## src/design/adcal_pkg.sv

```systemverilog
// Shared constants and types for the converter DMA and calibration block.
// Assumes one clock domain and an 8-bit register port of the host core.
package adcal_pkg;

  // Register port addresses.
  localparam logic [7:0] ADR_CFG = 8'h00;
  localparam logic [7:0] ADR_CHAN = 8'h01;
  localparam logic [7:0] ADR_CTL3 = 8'h02;
  localparam logic [7:0] ADR_OFS_LO = 8'h03;
  localparam logic [7:0] ADR_OFS_HI = 8'h04;
  localparam logic [7:0] ADR_GAIN_LO = 8'h05;
  localparam logic [7:0] ADR_GAIN_HI = 8'h06;
  localparam logic [7:0] ADR_DMA_CTL = 8'h07;
  localparam logic [7:0] ADR_DMA_STAT = 8'h08;
  localparam logic [7:0] ADR_BASE0 = 8'h09;
  localparam logic [7:0] ADR_BASE1 = 8'h0a;
  localparam logic [7:0] ADR_BASE2 = 8'h0b;
  localparam logic [7:0] ADR_RES_LO = 8'h0c;
  localparam logic [7:0] ADR_RES_HI = 8'h0d;

  // Bit positions inside the control and status registers.
  localparam int CFG_EXTREF_BIT = 6;
  localparam int CTL3_START_BIT = 0;
  localparam int CTL3_GAIN_BIT = 1;
  localparam int DMA_EN_BIT = 0;
  localparam int DMA_INT_BIT = 1;
  localparam int DMA_IE_BIT = 2;
  localparam int STAT_BUSY_BIT = 0;
  localparam int STAT_DONE_BIT = 1;
  localparam int STAT_CAL_BIT = 2;

  // Widths.
  localparam int COEF_W = 14;
  localparam int COEF_HI_W = 6;
  localparam int COEF_LO_W = 8;
  localparam int RES_W = 12;
  localparam int CHAN_W = 4;
  localparam int ADDR_W = 24;

  // Channel codes and list markers.
  localparam logic [3:0] CH_ANALOG_GROUND_INPUT = 4'hb;
  localparam logic [3:0] CH_VREF = 4'hc;
  localparam logic [7:0] ID_END_MARK = 8'hff;

  // Reset values and pipeline figures.
  localparam logic [7:0] REG_RST = 8'h00;
  localparam logic [13:0] COEF_RST = 14'h0000;
  localparam logic [23:0] ADDR_RST = 24'h000000;
  localparam logic [23:0] ENTRY_BYTES = 24'h000002;
  localparam logic [23:0] LO_BYTE_OFS = 24'h000001;
  localparam logic [1:0] FIRST_WR_CYCLE = 2'h2;
  localparam logic [1:0] CYC_ONE = 2'h1;

  typedef struct packed {
    logic [23:0] addr;
    logic [7:0] wdata;
    logic wr;
    logic rd;
  } adcal_mem_req_type;

  typedef struct packed {
    logic [3:0] chan;
    logic [11:0] data;
  } adcal_result_type;

  typedef enum logic [2:0] {
    ST_IDLE,
    ST_CYC,
    ST_WR_HI,
    ST_WR_LO,
    ST_RD,
    ST_WAIT
  } adcal_state_type;

endpackage

```

## src/design/adcal_top.sv

```systemverilog
// Converter control: pipelined DMA capture engine and calibration registers.
// Assumes converter and memory handshakes run on I_REF_CLK.
`timescale 1ns/1ps
module adcal_top import adcal_pkg::*; (
  input wire logic I_REF_CLK,
  input wire logic I_RESET,
  input wire logic [7:0] I_SFR_ADDR,
  input wire logic I_SFR_WR,
  input wire logic I_SFR_RD,
  input wire logic [7:0] I_SFR_WDATA,
  output logic [7:0] O_SFR_RDATA,
  input wire logic [13:0] I_FACTORY_OFFSET,
  input wire logic [13:0] I_FACTORY_GAIN,
  output logic O_CONV_START,
  output logic [3:0] O_CONV_CHAN,
  output logic O_CAL_REQ,
  output logic O_CAL_GAIN,
  output logic O_EXT_REF,
  output logic [13:0] O_OFFSET_COEF,
  output logic [13:0] O_GAIN_COEF,
  input wire logic I_CONV_DONE,
  input wire logic [11:0] I_CONV_RESULT,
  input wire logic [13:0] I_CAL_COEF,
  output adcal_mem_req_type O_MEM,
  input wire logic I_MEM_ACK,
  input wire logic [7:0] I_MEM_RDATA,
  input wire logic I_EXTENDED_DATA_RAM_INT_EN,
  output logic O_PORT_GATE,
  output logic O_EXTENDED_DATA_RAM_CPU_OK,
  output logic O_EXTENDED_DATA_RAM_INT_ONLY,
  output logic O_DMA_IRQ
);

  adcal_state_type state_ff;
  logic [7:0] cfg_ff;
  logic [7:0] chan_ctl_ff;
  logic cal_start_ff;
  logic cal_gain_ff;
  logic cal_kick_ff;
  logic dma_en_ff;
  logic dma_int_ff;
  logic dma_ie_ff;
  logic done_ff;
  logic boot_done_ff;
  logic [23:0] base_ff;
  logic [23:0] rd_ptr_ff;
  logic [23:0] wr_ptr_ff;
  logic [3:0] conv_chan_ff;
  logic conv_valid_ff;
  logic [3:0] fetch_id_ff;
  logic fetch_valid_ff;
  logic ending_ff;
  logic conv_seen_ff;
  logic [11:0] conv_res_ff;
  adcal_result_type res_ff;
  logic res_valid_ff;
  adcal_result_type last_res_ff;
  logic [1:0] cyc_cnt_ff;
  logic dma_run;
  logic conv_issue;
  logic cycle_end;
  logic [11:0] conv_data;
  logic dma_finish;
  logic cal_finish;
  logic boot_load;
  logic wr_cfg;
  logic wr_chan;
  logic wr_ctl3;
  logic wr_dma;
  logic wr_stat;

  // Register port write decode.
  assign wr_cfg = I_SFR_WR && (I_SFR_ADDR == ADR_CFG);
  assign wr_chan = I_SFR_WR && (I_SFR_ADDR == ADR_CHAN);
  assign wr_ctl3 = I_SFR_WR && (I_SFR_ADDR == ADR_CTL3);
  assign wr_dma = I_SFR_WR && (I_SFR_ADDR == ADR_DMA_CTL);
  assign wr_stat = I_SFR_WR && (I_SFR_ADDR == ADR_DMA_STAT);

  // Pipeline helpers; cycle zero converts a dummy, later cycles convert only a fetched channel.
  assign dma_run = (state_ff != ST_IDLE);
  assign conv_issue = conv_valid_ff || (cyc_cnt_ff == 2'h0);
  assign cycle_end = (state_ff == ST_WAIT) && (conv_seen_ff || I_CONV_DONE);
  // A result that lands on the closing edge is not in the latch yet.
  assign conv_data = I_CONV_DONE ? I_CONV_RESULT : conv_res_ff;
  assign dma_finish = cycle_end && !conv_valid_ff && !fetch_valid_ff;
  assign cal_finish = cal_start_ff && !cal_kick_ff && I_CONV_DONE && !dma_run;
  assign boot_load = !boot_done_ff;

  // Power-up flag: the first clock after reset release loads the factory set.
  always_ff @(posedge I_REF_CLK or posedge I_RESET) begin
    if (I_RESET) begin
      boot_done_ff <= 1'b0;
    end else begin
      boot_done_ff <= 1'b1;
    end
  end

  // Plain configuration registers.
  always_ff @(posedge I_REF_CLK or posedge I_RESET) begin
    if (I_RESET) begin
      cfg_ff <= REG_RST;
      chan_ctl_ff <= REG_RST;
      base_ff <= ADDR_RST;
    end else begin
      if (wr_cfg) begin
        cfg_ff <= I_SFR_WDATA;
      end
      if (wr_chan) begin
        chan_ctl_ff <= I_SFR_WDATA;
      end
      // Full 24-bit base gives a 16 MB capture space.
      if (I_SFR_WR && (I_SFR_ADDR == ADR_BASE0)) begin
        base_ff[7:0] <= I_SFR_WDATA;
      end
      if (I_SFR_WR && (I_SFR_ADDR == ADR_BASE1)) begin
        base_ff[15:8] <= I_SFR_WDATA;
      end
      if (I_SFR_WR && (I_SFR_ADDR == ADR_BASE2)) begin
        base_ff[23:16] <= I_SFR_WDATA;
      end
    end
  end

  // Calibration start; ignored while DMA owns the converter.
  always_ff @(posedge I_REF_CLK or posedge I_RESET) begin
    if (I_RESET) begin
      cal_start_ff <= 1'b0;
      cal_gain_ff <= 1'b0;
      cal_kick_ff <= 1'b0;
    end else begin
      cal_kick_ff <= 1'b0;
      if (wr_ctl3 && I_SFR_WDATA[CTL3_START_BIT] && !cal_start_ff
          && !dma_run && !dma_en_ff) begin
        cal_start_ff <= 1'b1;
        cal_gain_ff <= I_SFR_WDATA[CTL3_GAIN_BIT];
        cal_kick_ff <= 1'b1;
      end else if (cal_finish) begin
        cal_start_ff <= 1'b0;
      end
    end
  end

  // DMA control and done flag; the hardware set wins over a software clear.
  always_ff @(posedge I_REF_CLK or posedge I_RESET) begin
    if (I_RESET) begin
      dma_en_ff <= 1'b0;
      dma_int_ff <= 1'b0;
      dma_ie_ff <= 1'b0;
      done_ff <= 1'b0;
    end else begin
      if (wr_dma) begin
        dma_en_ff <= I_SFR_WDATA[DMA_EN_BIT];
        dma_int_ff <= I_SFR_WDATA[DMA_INT_BIT];
        dma_ie_ff <= I_SFR_WDATA[DMA_IE_BIT];
      end else if (dma_finish) begin
        dma_en_ff <= 1'b0;
      end
      if (dma_finish) begin
        done_ff <= 1'b1;
      end else if (wr_stat && I_SFR_WDATA[STAT_DONE_BIT]) begin
        done_ff <= 1'b0;
      end
    end
  end

  // Conversion result latch; the DMA pipeline picks it up at cycle end.
  always_ff @(posedge I_REF_CLK or posedge I_RESET) begin
    if (I_RESET) begin
      conv_res_ff <= 12'h000;
    end else if (I_CONV_DONE && dma_run) begin
      conv_res_ff <= I_CONV_RESULT;
    end
  end

  // DMA sequencer: one pass ST_CYC..ST_WAIT is one DMA cycle.
  always_ff @(posedge I_REF_CLK or posedge I_RESET) begin
    if (I_RESET) begin
      state_ff <= ST_IDLE;
      rd_ptr_ff <= ADDR_RST;
      wr_ptr_ff <= ADDR_RST;
      conv_chan_ff <= 4'h0;
      conv_valid_ff <= 1'b0;
      fetch_id_ff <= 4'h0;
      fetch_valid_ff <= 1'b0;
      ending_ff <= 1'b0;
      conv_seen_ff <= 1'b0;
      res_ff <= '0;
      res_valid_ff <= 1'b0;
      cyc_cnt_ff <= 2'h0;
      O_MEM <= '0;
    end else begin
      if (I_CONV_DONE && dma_run) begin
        conv_seen_ff <= 1'b1;
      end
      case (state_ff)
        ST_IDLE: begin
          if (dma_en_ff && !cal_start_ff) begin
            rd_ptr_ff <= base_ff;
            wr_ptr_ff <= base_ff;
            conv_valid_ff <= 1'b0;
            fetch_valid_ff <= 1'b0;
            res_valid_ff <= 1'b0;
            ending_ff <= 1'b0;
            cyc_cnt_ff <= 2'h0;
            state_ff <= ST_CYC;
          end
        end
        ST_CYC: begin
          conv_seen_ff <= !conv_issue;
          if (res_valid_ff) begin
            O_MEM.addr <= wr_ptr_ff;
            O_MEM.wdata <= {res_ff.chan, res_ff.data[11:8]};
            O_MEM.wr <= 1'b1;
            state_ff <= ST_WR_HI;
          end else if (!ending_ff) begin
            O_MEM.addr <= rd_ptr_ff;
            O_MEM.rd <= 1'b1;
            state_ff <= ST_RD;
          end else begin
            state_ff <= ST_WAIT;
          end
        end
        ST_WR_HI: begin
          if (I_MEM_ACK) begin
            O_MEM.addr <= wr_ptr_ff + LO_BYTE_OFS;
            O_MEM.wdata <= res_ff.data[7:0];
            state_ff <= ST_WR_LO;
          end
        end
        ST_WR_LO: begin
          if (I_MEM_ACK) begin
            wr_ptr_ff <= wr_ptr_ff + ENTRY_BYTES;
            O_MEM.wr <= 1'b0;
            if (!ending_ff) begin
              O_MEM.addr <= rd_ptr_ff;
              O_MEM.rd <= 1'b1;
              state_ff <= ST_RD;
            end else begin
              state_ff <= ST_WAIT;
            end
          end
        end
        ST_RD: begin
          if (I_MEM_ACK) begin
            O_MEM.rd <= 1'b0;
            fetch_id_ff <= I_MEM_RDATA[CHAN_W-1:0];
            fetch_valid_ff <= (I_MEM_RDATA != ID_END_MARK);
            rd_ptr_ff <= rd_ptr_ff + ENTRY_BYTES;
            state_ff <= ST_WAIT;
          end
        end
        ST_WAIT: begin
          if (cycle_end) begin
            // Advance the three-stage pipeline: fetch, convert, store.
            res_ff <= '{chan: conv_chan_ff, data: conv_data};
            res_valid_ff <= conv_valid_ff;
            conv_chan_ff <= fetch_id_ff;
            conv_valid_ff <= fetch_valid_ff;
            fetch_valid_ff <= 1'b0;
            ending_ff <= ending_ff || !fetch_valid_ff;
            if (cyc_cnt_ff != FIRST_WR_CYCLE) begin
              cyc_cnt_ff <= cyc_cnt_ff + CYC_ONE;
            end
            state_ff <= dma_finish ? ST_IDLE : ST_CYC;
          end
        end
        default: begin
          state_ff <= ST_IDLE;
        end
      endcase
    end
  end

  // Converter drive; calibration reuses the channel select, where 1011
  // routes internal ground and 1100 the internal reference.
  always_ff @(posedge I_REF_CLK or posedge I_RESET) begin
    if (I_RESET) begin
      O_CONV_START <= 1'b0;
      O_CONV_CHAN <= 4'h0;
      O_CAL_REQ <= 1'b0;
      O_CAL_GAIN <= 1'b0;
      O_EXT_REF <= 1'b0;
    end else begin
      O_CONV_START <= ((state_ff == ST_CYC) && conv_issue) || cal_kick_ff;
      if (dma_run && conv_valid_ff) begin
        O_CONV_CHAN <= conv_chan_ff;
      end else begin
        O_CONV_CHAN <= chan_ctl_ff[CHAN_W-1:0];
      end
      O_CAL_REQ <= cal_start_ff && !cal_finish;
      O_CAL_GAIN <= cal_gain_ff;
      O_EXT_REF <= cfg_ff[CFG_EXTREF_BIT];
    end
  end

  // Core port arbitration while DMA runs.
  always_ff @(posedge I_REF_CLK or posedge I_RESET) begin
    if (I_RESET) begin
      O_PORT_GATE <= 1'b0;
      O_EXTENDED_DATA_RAM_CPU_OK <= 1'b1;
      O_EXTENDED_DATA_RAM_INT_ONLY <= 1'b0;
    end else begin
      O_PORT_GATE <= dma_run && !dma_int_ff;
      O_EXTENDED_DATA_RAM_CPU_OK <= !dma_run || (I_EXTENDED_DATA_RAM_INT_EN && !dma_int_ff);
      O_EXTENDED_DATA_RAM_INT_ONLY <= dma_run && I_EXTENDED_DATA_RAM_INT_EN && !dma_int_ff;
    end
  end

  // Interrupt is a level that follows the done flag while enabled.
  always_ff @(posedge I_REF_CLK or posedge I_RESET) begin
    if (I_RESET) begin
      O_DMA_IRQ <= 1'b0;
    end else begin
      O_DMA_IRQ <= (done_ff || dma_finish) && dma_ie_ff;
    end
  end

  // Last stored result, kept for software inspection.
  always_ff @(posedge I_REF_CLK or posedge I_RESET) begin
    if (I_RESET) begin
      last_res_ff <= '0;
    end else if (cycle_end && conv_valid_ff) begin
      last_res_ff <= '{chan: conv_chan_ff, data: conv_data};
    end
  end

  // Read data is registered; unmapped addresses read as zero.
  always_ff @(posedge I_REF_CLK or posedge I_RESET) begin
    if (I_RESET) begin
      O_SFR_RDATA <= REG_RST;
    end else if (I_SFR_RD) begin
      if (I_SFR_ADDR == ADR_CFG) begin
        O_SFR_RDATA <= cfg_ff;
      end else if (I_SFR_ADDR == ADR_CHAN) begin
        O_SFR_RDATA <= chan_ctl_ff;
      end else if (I_SFR_ADDR == ADR_CTL3) begin
        O_SFR_RDATA <= {6'h00, cal_gain_ff, cal_start_ff};
      end else if (I_SFR_ADDR == ADR_OFS_LO) begin
        O_SFR_RDATA <= O_OFFSET_COEF[COEF_LO_W-1:0];
      end else if (I_SFR_ADDR == ADR_OFS_HI) begin
        O_SFR_RDATA <= {2'h0, O_OFFSET_COEF[COEF_W-1:COEF_LO_W]};
      end else if (I_SFR_ADDR == ADR_GAIN_LO) begin
        O_SFR_RDATA <= O_GAIN_COEF[COEF_LO_W-1:0];
      end else if (I_SFR_ADDR == ADR_GAIN_HI) begin
        O_SFR_RDATA <= {2'h0, O_GAIN_COEF[COEF_W-1:COEF_LO_W]};
      end else if (I_SFR_ADDR == ADR_DMA_CTL) begin
        O_SFR_RDATA <= {5'h00, dma_ie_ff, dma_int_ff, dma_en_ff};
      end else if (I_SFR_ADDR == ADR_DMA_STAT) begin
        O_SFR_RDATA <= {5'h00, cal_start_ff, done_ff, dma_run};
      end else if (I_SFR_ADDR == ADR_BASE0) begin
        O_SFR_RDATA <= base_ff[7:0];
      end else if (I_SFR_ADDR == ADR_BASE1) begin
        O_SFR_RDATA <= base_ff[15:8];
      end else if (I_SFR_ADDR == ADR_BASE2) begin
        O_SFR_RDATA <= base_ff[23:16];
      end else if (I_SFR_ADDR == ADR_RES_LO) begin
        O_SFR_RDATA <= last_res_ff.data[7:0];
      end else if (I_SFR_ADDR == ADR_RES_HI) begin
        O_SFR_RDATA <= {last_res_ff.chan, last_res_ff.data[11:8]};
      end else begin
        O_SFR_RDATA <= REG_RST;
      end
    end
  end

  // Coefficients feed the converter directly: a larger offset word pulls
  // the transfer function down, a larger gain word steepens it.
  adcal_coef_reg u_offset (
    .i_clk(I_REF_CLK),
    .i_reset(I_RESET),
    .i_load_factory(boot_load),
    .i_factory(I_FACTORY_OFFSET),
    .i_cal_load(cal_finish && !cal_gain_ff),
    .i_cal_val(I_CAL_COEF),
    .i_wr_hi(I_SFR_WR && (I_SFR_ADDR == ADR_OFS_HI)),
    .i_wr_lo(I_SFR_WR && (I_SFR_ADDR == ADR_OFS_LO)),
    .i_wdata(I_SFR_WDATA),
    .o_coef(O_OFFSET_COEF)
  );

  adcal_coef_reg u_gain (
    .i_clk(I_REF_CLK),
    .i_reset(I_RESET),
    .i_load_factory(boot_load),
    .i_factory(I_FACTORY_GAIN),
    .i_cal_load(cal_finish && cal_gain_ff),
    .i_cal_val(I_CAL_COEF),
    .i_wr_hi(I_SFR_WR && (I_SFR_ADDR == ADR_GAIN_HI)),
    .i_wr_lo(I_SFR_WR && (I_SFR_ADDR == ADR_GAIN_LO)),
    .i_wdata(I_SFR_WDATA),
    .o_coef(O_GAIN_COEF)
  );

  // Checks on the logic above.
  AST_FIRST_WR_THIRD: assert property (
    @(posedge I_REF_CLK) disable iff (I_RESET)
    (state_ff == ST_WR_HI) |-> (cyc_cnt_ff == FIRST_WR_CYCLE))
    else $error("Result written before the third DMA cycle.");
  AST_HI_BYTE_TAG: assert property (
    @(posedge I_REF_CLK) disable iff (I_RESET)
    $rose(O_MEM.wr) |-> (O_MEM.wdata[7:4] == res_ff.chan))
    else $error("High result byte lacks channel code.");
  AST_FETCH_ADDR: assert property (
    @(posedge I_REF_CLK) disable iff (I_RESET)
    $rose(O_MEM.rd) |-> (O_MEM.addr == rd_ptr_ff))
    else $error("Identifier fetched from wrong address.");
  AST_CONV_FETCHED: assert property (
    @(posedge I_REF_CLK) disable iff (I_RESET)
    ((state_ff == ST_CYC) && conv_valid_ff) |=>
      (O_CONV_START && (O_CONV_CHAN == $past(conv_chan_ff))))
    else $error("Converted channel is not the fetched one.");
  AST_PORT_GATED: assert property (
    @(posedge I_REF_CLK) disable iff (I_RESET)
    (dma_run && !dma_int_ff) |=> O_PORT_GATE)
    else $error("External ports not gated during DMA.");
  AST_PORT_FREE: assert property (
    @(posedge I_REF_CLK) disable iff (I_RESET)
    (dma_run && dma_int_ff) |=> (!O_PORT_GATE && !O_EXTENDED_DATA_RAM_INT_ONLY))
    else $error("Ports blocked during internal DMA.");
  AST_EXTENDED_DATA_RAM_INT: assert property (
    @(posedge I_REF_CLK) disable iff (I_RESET)
    (dma_run && !I_EXTENDED_DATA_RAM_INT_EN) |=> !O_EXTENDED_DATA_RAM_CPU_OK)
    else $error("Core reached extended RAM without internal RAM.");
  AST_DONE_IRQ: assert property (
    @(posedge I_REF_CLK) disable iff (I_RESET)
    (dma_finish && dma_ie_ff) |=> (O_DMA_IRQ && done_ff && !dma_en_ff))
    else $error("Completion did not raise the interrupt.");
  AST_CAL_CLEAR: assert property (
    @(posedge I_REF_CLK) disable iff (I_RESET)
    (cal_finish && !cal_gain_ff) |=>
      (!cal_start_ff && (O_OFFSET_COEF == $past(I_CAL_COEF))))
    else $error("Calibration result not stored.");
  AST_FACTORY_LOAD: assert property (
    @(posedge I_REF_CLK) disable iff (I_RESET)
    boot_load |=> ((O_GAIN_COEF == $past(I_FACTORY_GAIN)) && boot_done_ff))
    else $error("Factory coefficient not loaded.");

endmodule

```

## src/design/adcal_coef_reg.sv

```systemverilog
// One 14-bit calibration coefficient split into upper and lower bytes.
// Assumes load strobes are single-cycle pulses from the same clock.
`timescale 1ns/1ps
module adcal_coef_reg import adcal_pkg::*; (
  input wire logic i_clk,
  input wire logic i_reset,
  input wire logic i_load_factory,
  input wire logic [13:0] i_factory,
  input wire logic i_cal_load,
  input wire logic [13:0] i_cal_val,
  input wire logic i_wr_hi,
  input wire logic i_wr_lo,
  input wire logic [7:0] i_wdata,
  output logic [13:0] o_coef
);

  // Factory load beats calibration, which beats software, since the
  // power-up image must never be half overwritten by a stray write.
  always_ff @(posedge i_clk or posedge i_reset) begin
    if (i_reset) begin
      o_coef <= COEF_RST;
    end else if (i_load_factory) begin
      o_coef <= i_factory;
    end else if (i_cal_load) begin
      o_coef <= i_cal_val;
    end else begin
      if (i_wr_hi) begin
        o_coef[COEF_W-1:COEF_LO_W] <= i_wdata[COEF_HI_W-1:0];
      end
      if (i_wr_lo) begin
        o_coef[COEF_LO_W-1:0] <= i_wdata;
      end
    end
  end

endmodule

```

## config.mk

```make
export PLATFORM = sky130hd
export DESIGN_NAME = adcal_top
export DESIGN_NICKNAME = d
export VERILOG_FILES = /design/src/design/adcal_pkg.sv /design/src/design/adcal_top.sv /design/src/design/adcal_coef_reg.sv
export SDC_FILE = /design/constraint.sdc
export NUM_CORES = 1
export LEC_CHECK = 0
export BUFFER_PORTS_ARGS = -buffer_cell sky130_fd_sc_hd__buf_2
export CAP_MARGIN = 20
export CORE_ASPECT_RATIO = 0.75
export CORE_MARGIN = 8
export CORE_UTILIZATION = 50
export DETAILED_ROUTE_END_ITERATION = 6
export PLACE_DENSITY = 0.71
export SYNTH_ARGS = -nofsm -noshare
export SYNTH_HDL_FRONTEND = slang
export SYNTH_SLANG_ARGS = --single-unit
```

## constraint.sdc

```tcl
create_clock -name I_REF_CLK -period 12.2 [get_ports I_REF_CLK]
set_input_delay 2.44 -clock I_REF_CLK [delete_from_list [all_inputs] [get_ports I_REF_CLK]]
set_output_delay 2.44 -clock I_REF_CLK [all_outputs]
set_load 0.03 [all_outputs]
```

==> results of run 1 <==
-- final timing paths --
| check | endpoint | slack [ns] | cells after the start |
|---|---|---|---|
| worst max-delay path | O_SFR_RDATA[5] | 7.60 | 6 |
| worst min register to register | O_EXT_REF | 0.41 | 0 |
| max in group asynchronous | O_MEM[0] | 8.74 | 3 |
| worst min-delay path | O_EXT_REF | 0.41 | 0 |
| min in group asynchronous | cfg_ff[5] | 2.00 | 2 |
| worst max register to register | u_offset.o_coef[6] | 9.21 | 5 |
-- stage by stage --
| step | worst slack (ns) | total power [mW] | instance area, um^2 | hold WS [ns] | utilization |
|---|---|---|---|---|---|
| after floorplan | 3.174 | 1.849 | 12860 | 0.3696 | - |
| after global placement | 7.254 | 2.137 | 13790 | 0.3974 | 0.5388 |
| after detailed placement | 7.249 | 2.163 | 13790 | 0.4068 | 0.5388 |
| after CTS | 7.789 | 2.957 | 14620 | 0.4187 | 0.5712 |
| after global routing | 7.427 | 3.111 | 14650 | 0.4530 | 0.5726 |
| final | 7.597 | 2.962 | 14650 | 0.4143 | 0.5726 |
-- cell type report --
class                           instances  area share
Inverter                               16    0.004611
Clock inverter                          8    0.008710
Timing Repair Buffer                  181     0.06576
Sequential cell                       240      0.4100
Multi-Input combinational cell       1019      0.4336
Tap cell                              344     0.02938
Clock buffer                           35     0.04799
-- Yosys cell counts, types with 9 or more instances --
library cell,instances,share of area
sky130_fd_sc_hd__dfrtp_1,239,0.47
sky130_fd_sc_hd__nand2_1,192,0.056
sky130_fd_sc_hd__o21ai_0,116,0.045
sky130_fd_sc_hd__nor2_1,113,0.033
sky130_fd_sc_hd__mux2_2,74,0.065
sky130_fd_sc_hd__clkbuf_1,69,0.020
sky130_fd_sc_hd__a21oi_1,67,0.026
sky130_fd_sc_hd__nand3_1,35,0.014
sky130_fd_sc_hd__a221oi_1,34,0.023
sky130_fd_sc_hd__nor3_1,29,0.011
sky130_fd_sc_hd__mux2i_1,26,0.020
sky130_fd_sc_hd__buf_2,24,0.0093
sky130_fd_sc_hd__nand4_1,23,0.011
sky130_fd_sc_hd__a31oi_1,21,0.010
sky130_fd_sc_hd__o211ai_1,19,0.011
sky130_fd_sc_hd__a22oi_1,17,0.0099
sky130_fd_sc_hd__inv_1,16,0.0047
sky130_fd_sc_hd__nor2b_1,16,0.0078
sky130_fd_sc_hd__o22ai_1,16,0.0078
sky130_fd_sc_hd__a22o_1,13,0.0089
sky130_fd_sc_hd__nor4_1,13,0.0063
sky130_fd_sc_hd__o2bb2ai_1,12,0.0082
sky130_fd_sc_hd__a32oi_1,10,0.0068
sky130_fd_sc_hd__a211oi_1,9,0.0053
sky130_fd_sc_hd__buf_1,9,0.0026
sky130_fd_sc_hd__or3_1,9,0.0044
-- power breakdown --
group | switching (mW) | internal, mW
Sequential | 0.262 | 1.02
Combinational | 0.570 | 0.321
Clock | 0.328 | 0.466
Total | 1.16 | 1.80
-- registers in the layout, summed over array words and instances (netlist names), 8 cells and up --
| name | count |
|---|---|
| rd_ptr_ff | 24 |
| chan_ctl_ff | 8 |
| u_offset.o_coef | 14 |
| conv_res_ff | 12 |
| last_res_ff | 16 |
| O_SFR_RDATA | 8 |
| O_MEM | 34 |
| cfg_ff | 8 |
| wr_ptr_ff | 24 |
| res_ff | 16 |
| base_ff | 24 |
| u_gain.o_coef | 14 |
-- cell families (layout without fill, tap and decap cells) --
kind of cell | after synthesis | in the layout | share of synthesized area
other | 1 | 1 | 0.0002916
flip-flops | 240 | 240 | 0.4672
AND/OR/NAND/NOR | 493 | 493 | 0.1837
multiplexers | 100 | 100 | 0.08504
adder cells (fa/ha/maj) | 5 | 5 | 0.004865
XOR/XNOR | 3 | 3 | 0.002044
AO/OA/AOI/OAI | 417 | 417 | 0.2173
buffers and inverters | 123 | 240 | 0.03960
-- layout by cell type, fill, tap and decap left out, types with 7 or more instances in the layout --
master,instances
sky130_fd_sc_hd__mux2i_1,26
sky130_fd_sc_hd__nor4_1,13
sky130_fd_sc_hd__a22oi_1,17
sky130_fd_sc_hd__a21oi_1,67
sky130_fd_sc_hd__buf_2,166
sky130_fd_sc_hd__o2bb2ai_1,12
sky130_fd_sc_hd__nand2b_1,8
sky130_fd_sc_hd__o22ai_1,16
sky130_fd_sc_hd__o211ai_1,19
sky130_fd_sc_hd__nand2_1,192
sky130_fd_sc_hd__a22o_1,13
sky130_fd_sc_hd__a32oi_1,10
sky130_fd_sc_hd__buf_4,14
sky130_fd_sc_hd__o21ai_0,116
sky130_fd_sc_hd__clkbuf_16,25
sky130_fd_sc_hd__or3_1,9
sky130_fd_sc_hd__a31oi_1,21
sky130_fd_sc_hd__nor2_1,113
sky130_fd_sc_hd__a221oi_1,34
sky130_fd_sc_hd__nand4_1,23
sky130_fd_sc_hd__inv_1,15
sky130_fd_sc_hd__nor2b_1,16
sky130_fd_sc_hd__mux2_2,74
sky130_fd_sc_hd__a311oi_1,7
sky130_fd_sc_hd__nand3_1,35
sky130_fd_sc_hd__nor3_1,29
sky130_fd_sc_hd__dfrtp_1,239
sky130_fd_sc_hd__a211oi_1,9
sky130_fd_sc_hd__and3_1,8
sky130_fd_sc_hd__and2_1,8
-- routing by layer --
metal	global-route usage	wire [um]	part of all wire	vias to the layer above
met4	0.06664	1060	0.024	0
met2	0.3846	18710	0.43	709
met3	0.05984	4896	0.11	72
met1	0.4140	19300	0.44	5866
met5	0	0	0	-
li1	-	-	-	5314
==> impl_summary.md, run 1 <==
Run status
The run finished with clean final reports.

Flow run
Max-cap violations in this run came to 0.

CTS
The maximum count of clock buffers along a single path is 3. TritonCTS created 25 clock buffers. The clock latency at the later pin of the worst-skew pair is 0.53 ns. The clock net in this run drives a total of 240 sinks. The root buffer cell is sky130_fd_sc_hd__clkbuf_16.

The quantity of hold-fixing buffers added after cts is 0. In this run the number of H-tree levels came out at 1. Clock-pin slew was measured on the worst setup and hold paths at 0.06 ns. Once the clock tree was built, the setup fixing pass inserted 0 buffers.

Post-CTS repair changed the size of 0 cells. The TritonCTS clock tree is yes.

Synth
The synthesized netlist contains 81 unique library cells. The synthesized design contains 240 register bits. Among all flip-flop cells after synthesis, the most frequent one is sky130_fd_sc_hd__dfrtp_1.

The count of mapped cells out of synthesis is 1,382. In the synthesized netlist the async set-or-reset flop fraction comes to 1.000. The synthesized area per cell is 9.304 um^2. The number of enable flip-flop cells after synthesis is 0. Counting every net in the synthesized netlist gives 1,472. The synthesized netlist occupies a cell area of 12,860 um^2. The share of the Yosys chip area taken by registers is 0.4672. The number of warnings issued by yosys is 0.

Floorplanning
The number of ports placed on the die boundary is 167. The die is 154.9 um tall. The die covers 31,160 um^2. The die is 201.2 um wide. The number of rows created at floorplan is 51. The placeable core area is 25,590 um^2. The effective utilization at floorplan is 0.5025.

Critical path
The category of the worst setup path launch point is an input port. Of all nets on the critical path, the largest fanout is 18. On the critical path, the stage with the largest delay is an instance of sky130_fd_sc_hd__nor4_4.

The gate family responsible for the most delay along the worst path is simple AND/OR/NAND/NOR gates. The number of buffers and inverters on the critical path is 1. Walking the worst path, the cells encountered are buf_2 -> nor4_4 -> nand2_1 -> nor4_1 -> o22ai_1 -> a211oi_1. In this run the worst setup path begins at I_SFR_ADDR[5]. The startpoint identified for the worst register-to-register timing path is state_ff[2].

The category of the worst setup path capture point is a flop. On the worst path, the slowest cell contributes a delay of 0.82 ns. The kind of critical path is input port to flop. Data arrives at the worst endpoint at 5.03 ns. The required time at the worst-slack endpoint is 12.63 ns.

Power
The total power density per cell area is 202.2 nW/um^2. The leakage component of the power is 6.390 nW. The peak ir drop on the vdd network is 141.2 uV.

Finish
Summing all multi-input logic gate instances after layout gives 6352 um^2. The diode insertion count for antenna repair is 0. Across the whole layout, storage elements account for 6007 um^2. The net count reported at finish is 1,573. Once layout is complete, the cells apart from fillers number 1,843. The synthesis-to-layout area growth is 13.94%. The fraction of final layout cells sized beyond drive strength 1 is 0.2148. The filler cells instantiated in the layout total 2,290.

Min path
The worst min-delay path class is flop to flop. The critical hold path startpoint is cfg_ff[6].

Place
The congestion estimate from routability-driven global placement came to 0.9700. The post-detailed-placement half-perimeter wirelength is 31.08 mm. The total of buffers placed on input and output ports is 166. After detailed placement, the design holds a cell count of 1,798.

GRT
The number of antenna violations at the first check in global routing is 0. The via count of the first global-routing pass is 10,990. The maximum number of pins on one net before global-route repair is 85. After global routing the overflow that remains totals 0.

For this run, the total global-route usage over all layers was measured as 0.2715. The global-route wire length before repair is 67.38 mm.

STA
Measured against its own limit, the worst slew margin works out to 0.3024. Static timing analysis puts the maximum clock frequency at 0.2172 GHz. For the final routed database, the setup TNS stands at 0 ns. The number of endpoints failing setup at the final stage is 0. Subtracting the final worst setup slack from the clock period gives 4.603 ns. Between clock sinks in the finished design, the worst skew comes to 0.009766 ns.

Setup repair after global routing left no endpoint under its margin. The final-report hold violation count is 0. In the finished design, the share of the clock period the worst path needs comes to 0.3773. The max-slew violation count came to 0. For the pin with the worst max-slew slack, the measured transition is 1.038 ns.

Routing
The detailed router's first-iteration violation count is 1,466. The detailed-routing iteration count for the pre-antenna-repair pass is 5. In the routed design, unresolved DRC markers number 0. The via density per instance is 6.490. The detailed router placed 11,960 vias in this run.

In this run the remaining antenna-violating nets after routing total 0. Dividing the detail-routed wire length by the instance count gives 23.86 um. The total routed wirelength is 43.97 mm.
Power figures use the tool's default switching activity.
==> run 2: changes to the inputs <==
==> constraint.sdc (replaced) <==
create_clock -name I_REF_CLK -period 4.69 [get_ports I_REF_CLK]
set_input_delay 0.938 -clock I_REF_CLK [delete_from_list [all_inputs] [get_ports I_REF_CLK]]
set_output_delay 0.938 -clock I_REF_CLK [all_outputs]
set_load 0.03 [all_outputs]
==> run 2 against run 1 <==
  * First-iteration DRC count down 4.8%
  * Final cell count about the same
  * Combinational power rose to 2.6 times the previous value
  * Sequential share of layout area up 0.088 points
  * Clock skew up 0.0056 ns
  * Critical path depth unchanged
  * Die area unchanged
  * Clock power up 140%
  * Non-clock buffer count up 2
  * Highest routed layer unchanged
==> impl_summary.md, run 2 (synthesized netlist as in run 1, its figures left out) <==
Finish
The synthesis-to-layout area growth is 13.70%. Of the cells placed in the final design, the portion with a size suffix greater than 1 is 0.2160. The leading cell type in the layout, fill and taps excluded is sky130_fd_sc_hd__dfrtp_1. The register with the most flip-flops in the layout has 34 of them.

The net count reported at finish is 1,575. The diode insertion count for antenna repair is 0. The layout has 2,300 filler cells. The register bank with the most flops is O_MEM. The core utilization of the finished layout is 0.5714. The top cell types in the final layout, fill and taps aside, are sky130_fd_sc_hd__dfrtp_1, sky130_fd_sc_hd__nand2_1, sky130_fd_sc_hd__buf_2.

Power
For this design the ratio of total power to cell area is 518.6 nW/um^2. The share of total power dissipated in sequential elements is 0.439. The combinational share of power is 0.307. The analysis attributes to net switching a power of 3.033 mW. Of the total power, the share spent switching nets is 0.4000. The clock power share is 0.254. Internal power comes to 4.549 mW. VDD sags by at most 406.8 uV.

The sum of internal, switching and leakage power is 7.582 mW. The leakage component of the power is 6.364 nW.

CTS
After clock tree synthesis, the clock-pin slew on the worst setup and hold paths is 0.06 ns. The number of clock sinks is 240. For the worst-skew pair, the clock arrives at the later sink with an insertion delay of 0.55 ns. TritonCTS built the clock tree. The H-tree depth reported by CTS is 1. The quantity of hold-fixing buffers added after cts is 0. The maximum count of clock buffers along a single path is 3.

The root buffer cell is sky130_fd_sc_hd__clkbuf_16. Clock tree synthesis inserted a total of 25 buffers. The post-cts repair resize count is 0. The number of buffers inserted by post-CTS setup repair is 0.

STA
In the finished design, the share of the clock period the worst path needs comes to 0.6913. Across the routed clock network, the largest skew measured is 0.01533 ns. The routed design could run at a clock period as short as 3.242 ns. The smallest hold slack is 0.4050 ns.

Setup repair after global routing left no endpoint under its margin. Setup violations remaining at the end of the flow were counted as 0. Based on the critical path, the design can be clocked at up to 0.3084 GHz. The transition time at the pin with the least slew margin is 1.111 ns. Summed over all failing endpoints, the final setup total negative slack is 0 ns.

The final-report hold violation count is 0. The max-slew violation count came to 0. Measured against its own limit, the worst slew margin works out to 0.2537.

Floorplanning
For this design the top-level I/O count stands at 167. For this configuration, the core starts out at a cell density of 0.5025. The number of rows created at floorplan is 51. The width of the die is 201.2 um. From bottom edge to top edge, the die measures 154.9 um. The total area inside the core boundary comes to 25,590 um^2. The die covers 31,160 um^2.

Critical path
The largest single stage delay on the critical path is 0.86 ns. Counting cells, the worst reg-to-reg path comes to 5. The arrival time of data at the critical path endpoint is 3.65 ns.

The number of gates on the worst path with buffers counted is 6. The most critical setup path has its startpoint at I_SFR_ADDR[5]. The startpoint identified for the worst register-to-register timing path is state_ff[2]. The category of the worst setup path capture point is a flop. The slowest stage of the critical path belongs to the cell sky130_fd_sc_hd__nor4_4.

The critical path in this run is classified as input port to flop. The endpoint of the worst register-to-register path is u_offset.o_coef[4]. The number of buffers and inverters on the critical path is 1. The termination of the worst setup path is O_SFR_RDATA[5]. The worst setup path is launched from an input port. The required time at the worst-slack endpoint is 5.10 ns. The flop-to-flop setup slack is 1.70 ns. Along the worst path, the maximum fanout reaches 18. The signal on the critical path passes through buf_2 -> nor4_4 -> nand2_1 -> nor4_1 -> o22ai_1 -> a211oi_1.

The gate family responsible for the most delay along the worst path is simple AND/OR/NAND/NOR gates.

Routing
For this block, the initial DRC count from the detailed router was 1,396. The residual antenna-violating net count after detailed routing is 0. Before antenna repair, the detailed router went through 6 iterations. The met2 routed wirelength is 18.87 mm. The routed wire length on met3 is 5.019 mm. The number of remaining DRC errors is 0.

Dividing the detail-routed via count by the number of cells gives 6.476. In the final routing, the length of wire on met1 measures 19.40 mm. After detailed routing, the total wire length is 44.30 mm.

The average routed wire per standard cell is 24.02 um. The number of vias after detailed routing is 11,940. In this run the top signal layer used is met4.

GRT
The overall overflow remaining after global route is 0. The global-route wire length before repair is 68.15 mm. In the global route stage, overall resource usage came out at 0.2755.

Entering global routing, the biggest net connects 104 pins. The via count of the first global-routing pass was 11,290. The number of antenna violations at the first check in global routing is 0.

Place
The weighted congestion at the end of routability-driven global placement is 0.9633. In this run the tool buffered the top-level ports with 166 buffer cells. The post-detailed-placement half-perimeter wirelength is 31.45 mm.

Flow run
The total of max-cap violations is 0.

Min path
The worst min-delay path class is flop to flop.

Run status
The flow ran to the end, and the final reports show no timing, DRC or antenna violations.
-- run 2: cell count changes in the layout (fill, tap and decap cells not counted), sizes merged --
| cell | change |
|---|---|
| inv | -2 |
| clkinv | +4 |
| bufinv | -2 |
| clkbuf | -2 |
| clkinvlp | +3 |
-- run 2: routing by layer --
metal	up-vias	global-route usage
li1	5306	-
met3	75	0.06503
met1	5895	0.4131
met5	-	0
met2	666	0.3973
met4	0	0.06352
-- run 2: through the flow --
stage,cell area [um^2],std cells,worst slack [ns]
after floorplan,12860,1382,0.6050
after global placement,13820,1800,1.182
after detailed placement,13820,1800,1.179
after CTS,14590,1842,1.716
after global routing,14620,1844,1.430
final,14620,1844,1.448
-- run 2: how the worst min path moves through the flow --
stage	to	slack (ns)	cells past startpoint	start
after detailed placement	O_EXT_REF	0.39	0	cfg_ff[6]
after global routing	O_EXT_REF	0.43	0	cfg_ff[6]
after global placement	O_EXT_REF	0.38	0	cfg_ff[6]
after CTS	O_EXT_REF	0.41	0	cfg_ff[6]
after floorplan	O_EXT_REF	0.37	0	cfg_ff[6]
final	O_EXT_REF	0.41	0	cfg_ff[6]
-- run 2: cell type report --
class | count | area (um^2) | area share
multi-input cells | 1019 | 6352 | 0.4345
clock buffers | 31 | 658.1 | 0.04501
well taps | 344 | 430.4 | 0.02944
clock inverters | 11 | 110.1 | 0.007531
inverters | 16 | 63.81 | 0.004365
flip-flops and latches | 240 | 6007 | 0.4109
repair buffers | 183 | 998.5 | 0.06829
-- run 2: power groups by stage --
stage	Combinational [mW]	Sequential (mW)	Clock, mW
2_1_floorplan	1.46	3.35	0
5_1_grt	2.55	3.39	2.03
4_1_cts	2.31	3.30	1.94
6_report	2.33	3.33	1.93
3_3_place_gp	2.25	3.31	0
3_5_place_dp	2.31	3.33	0
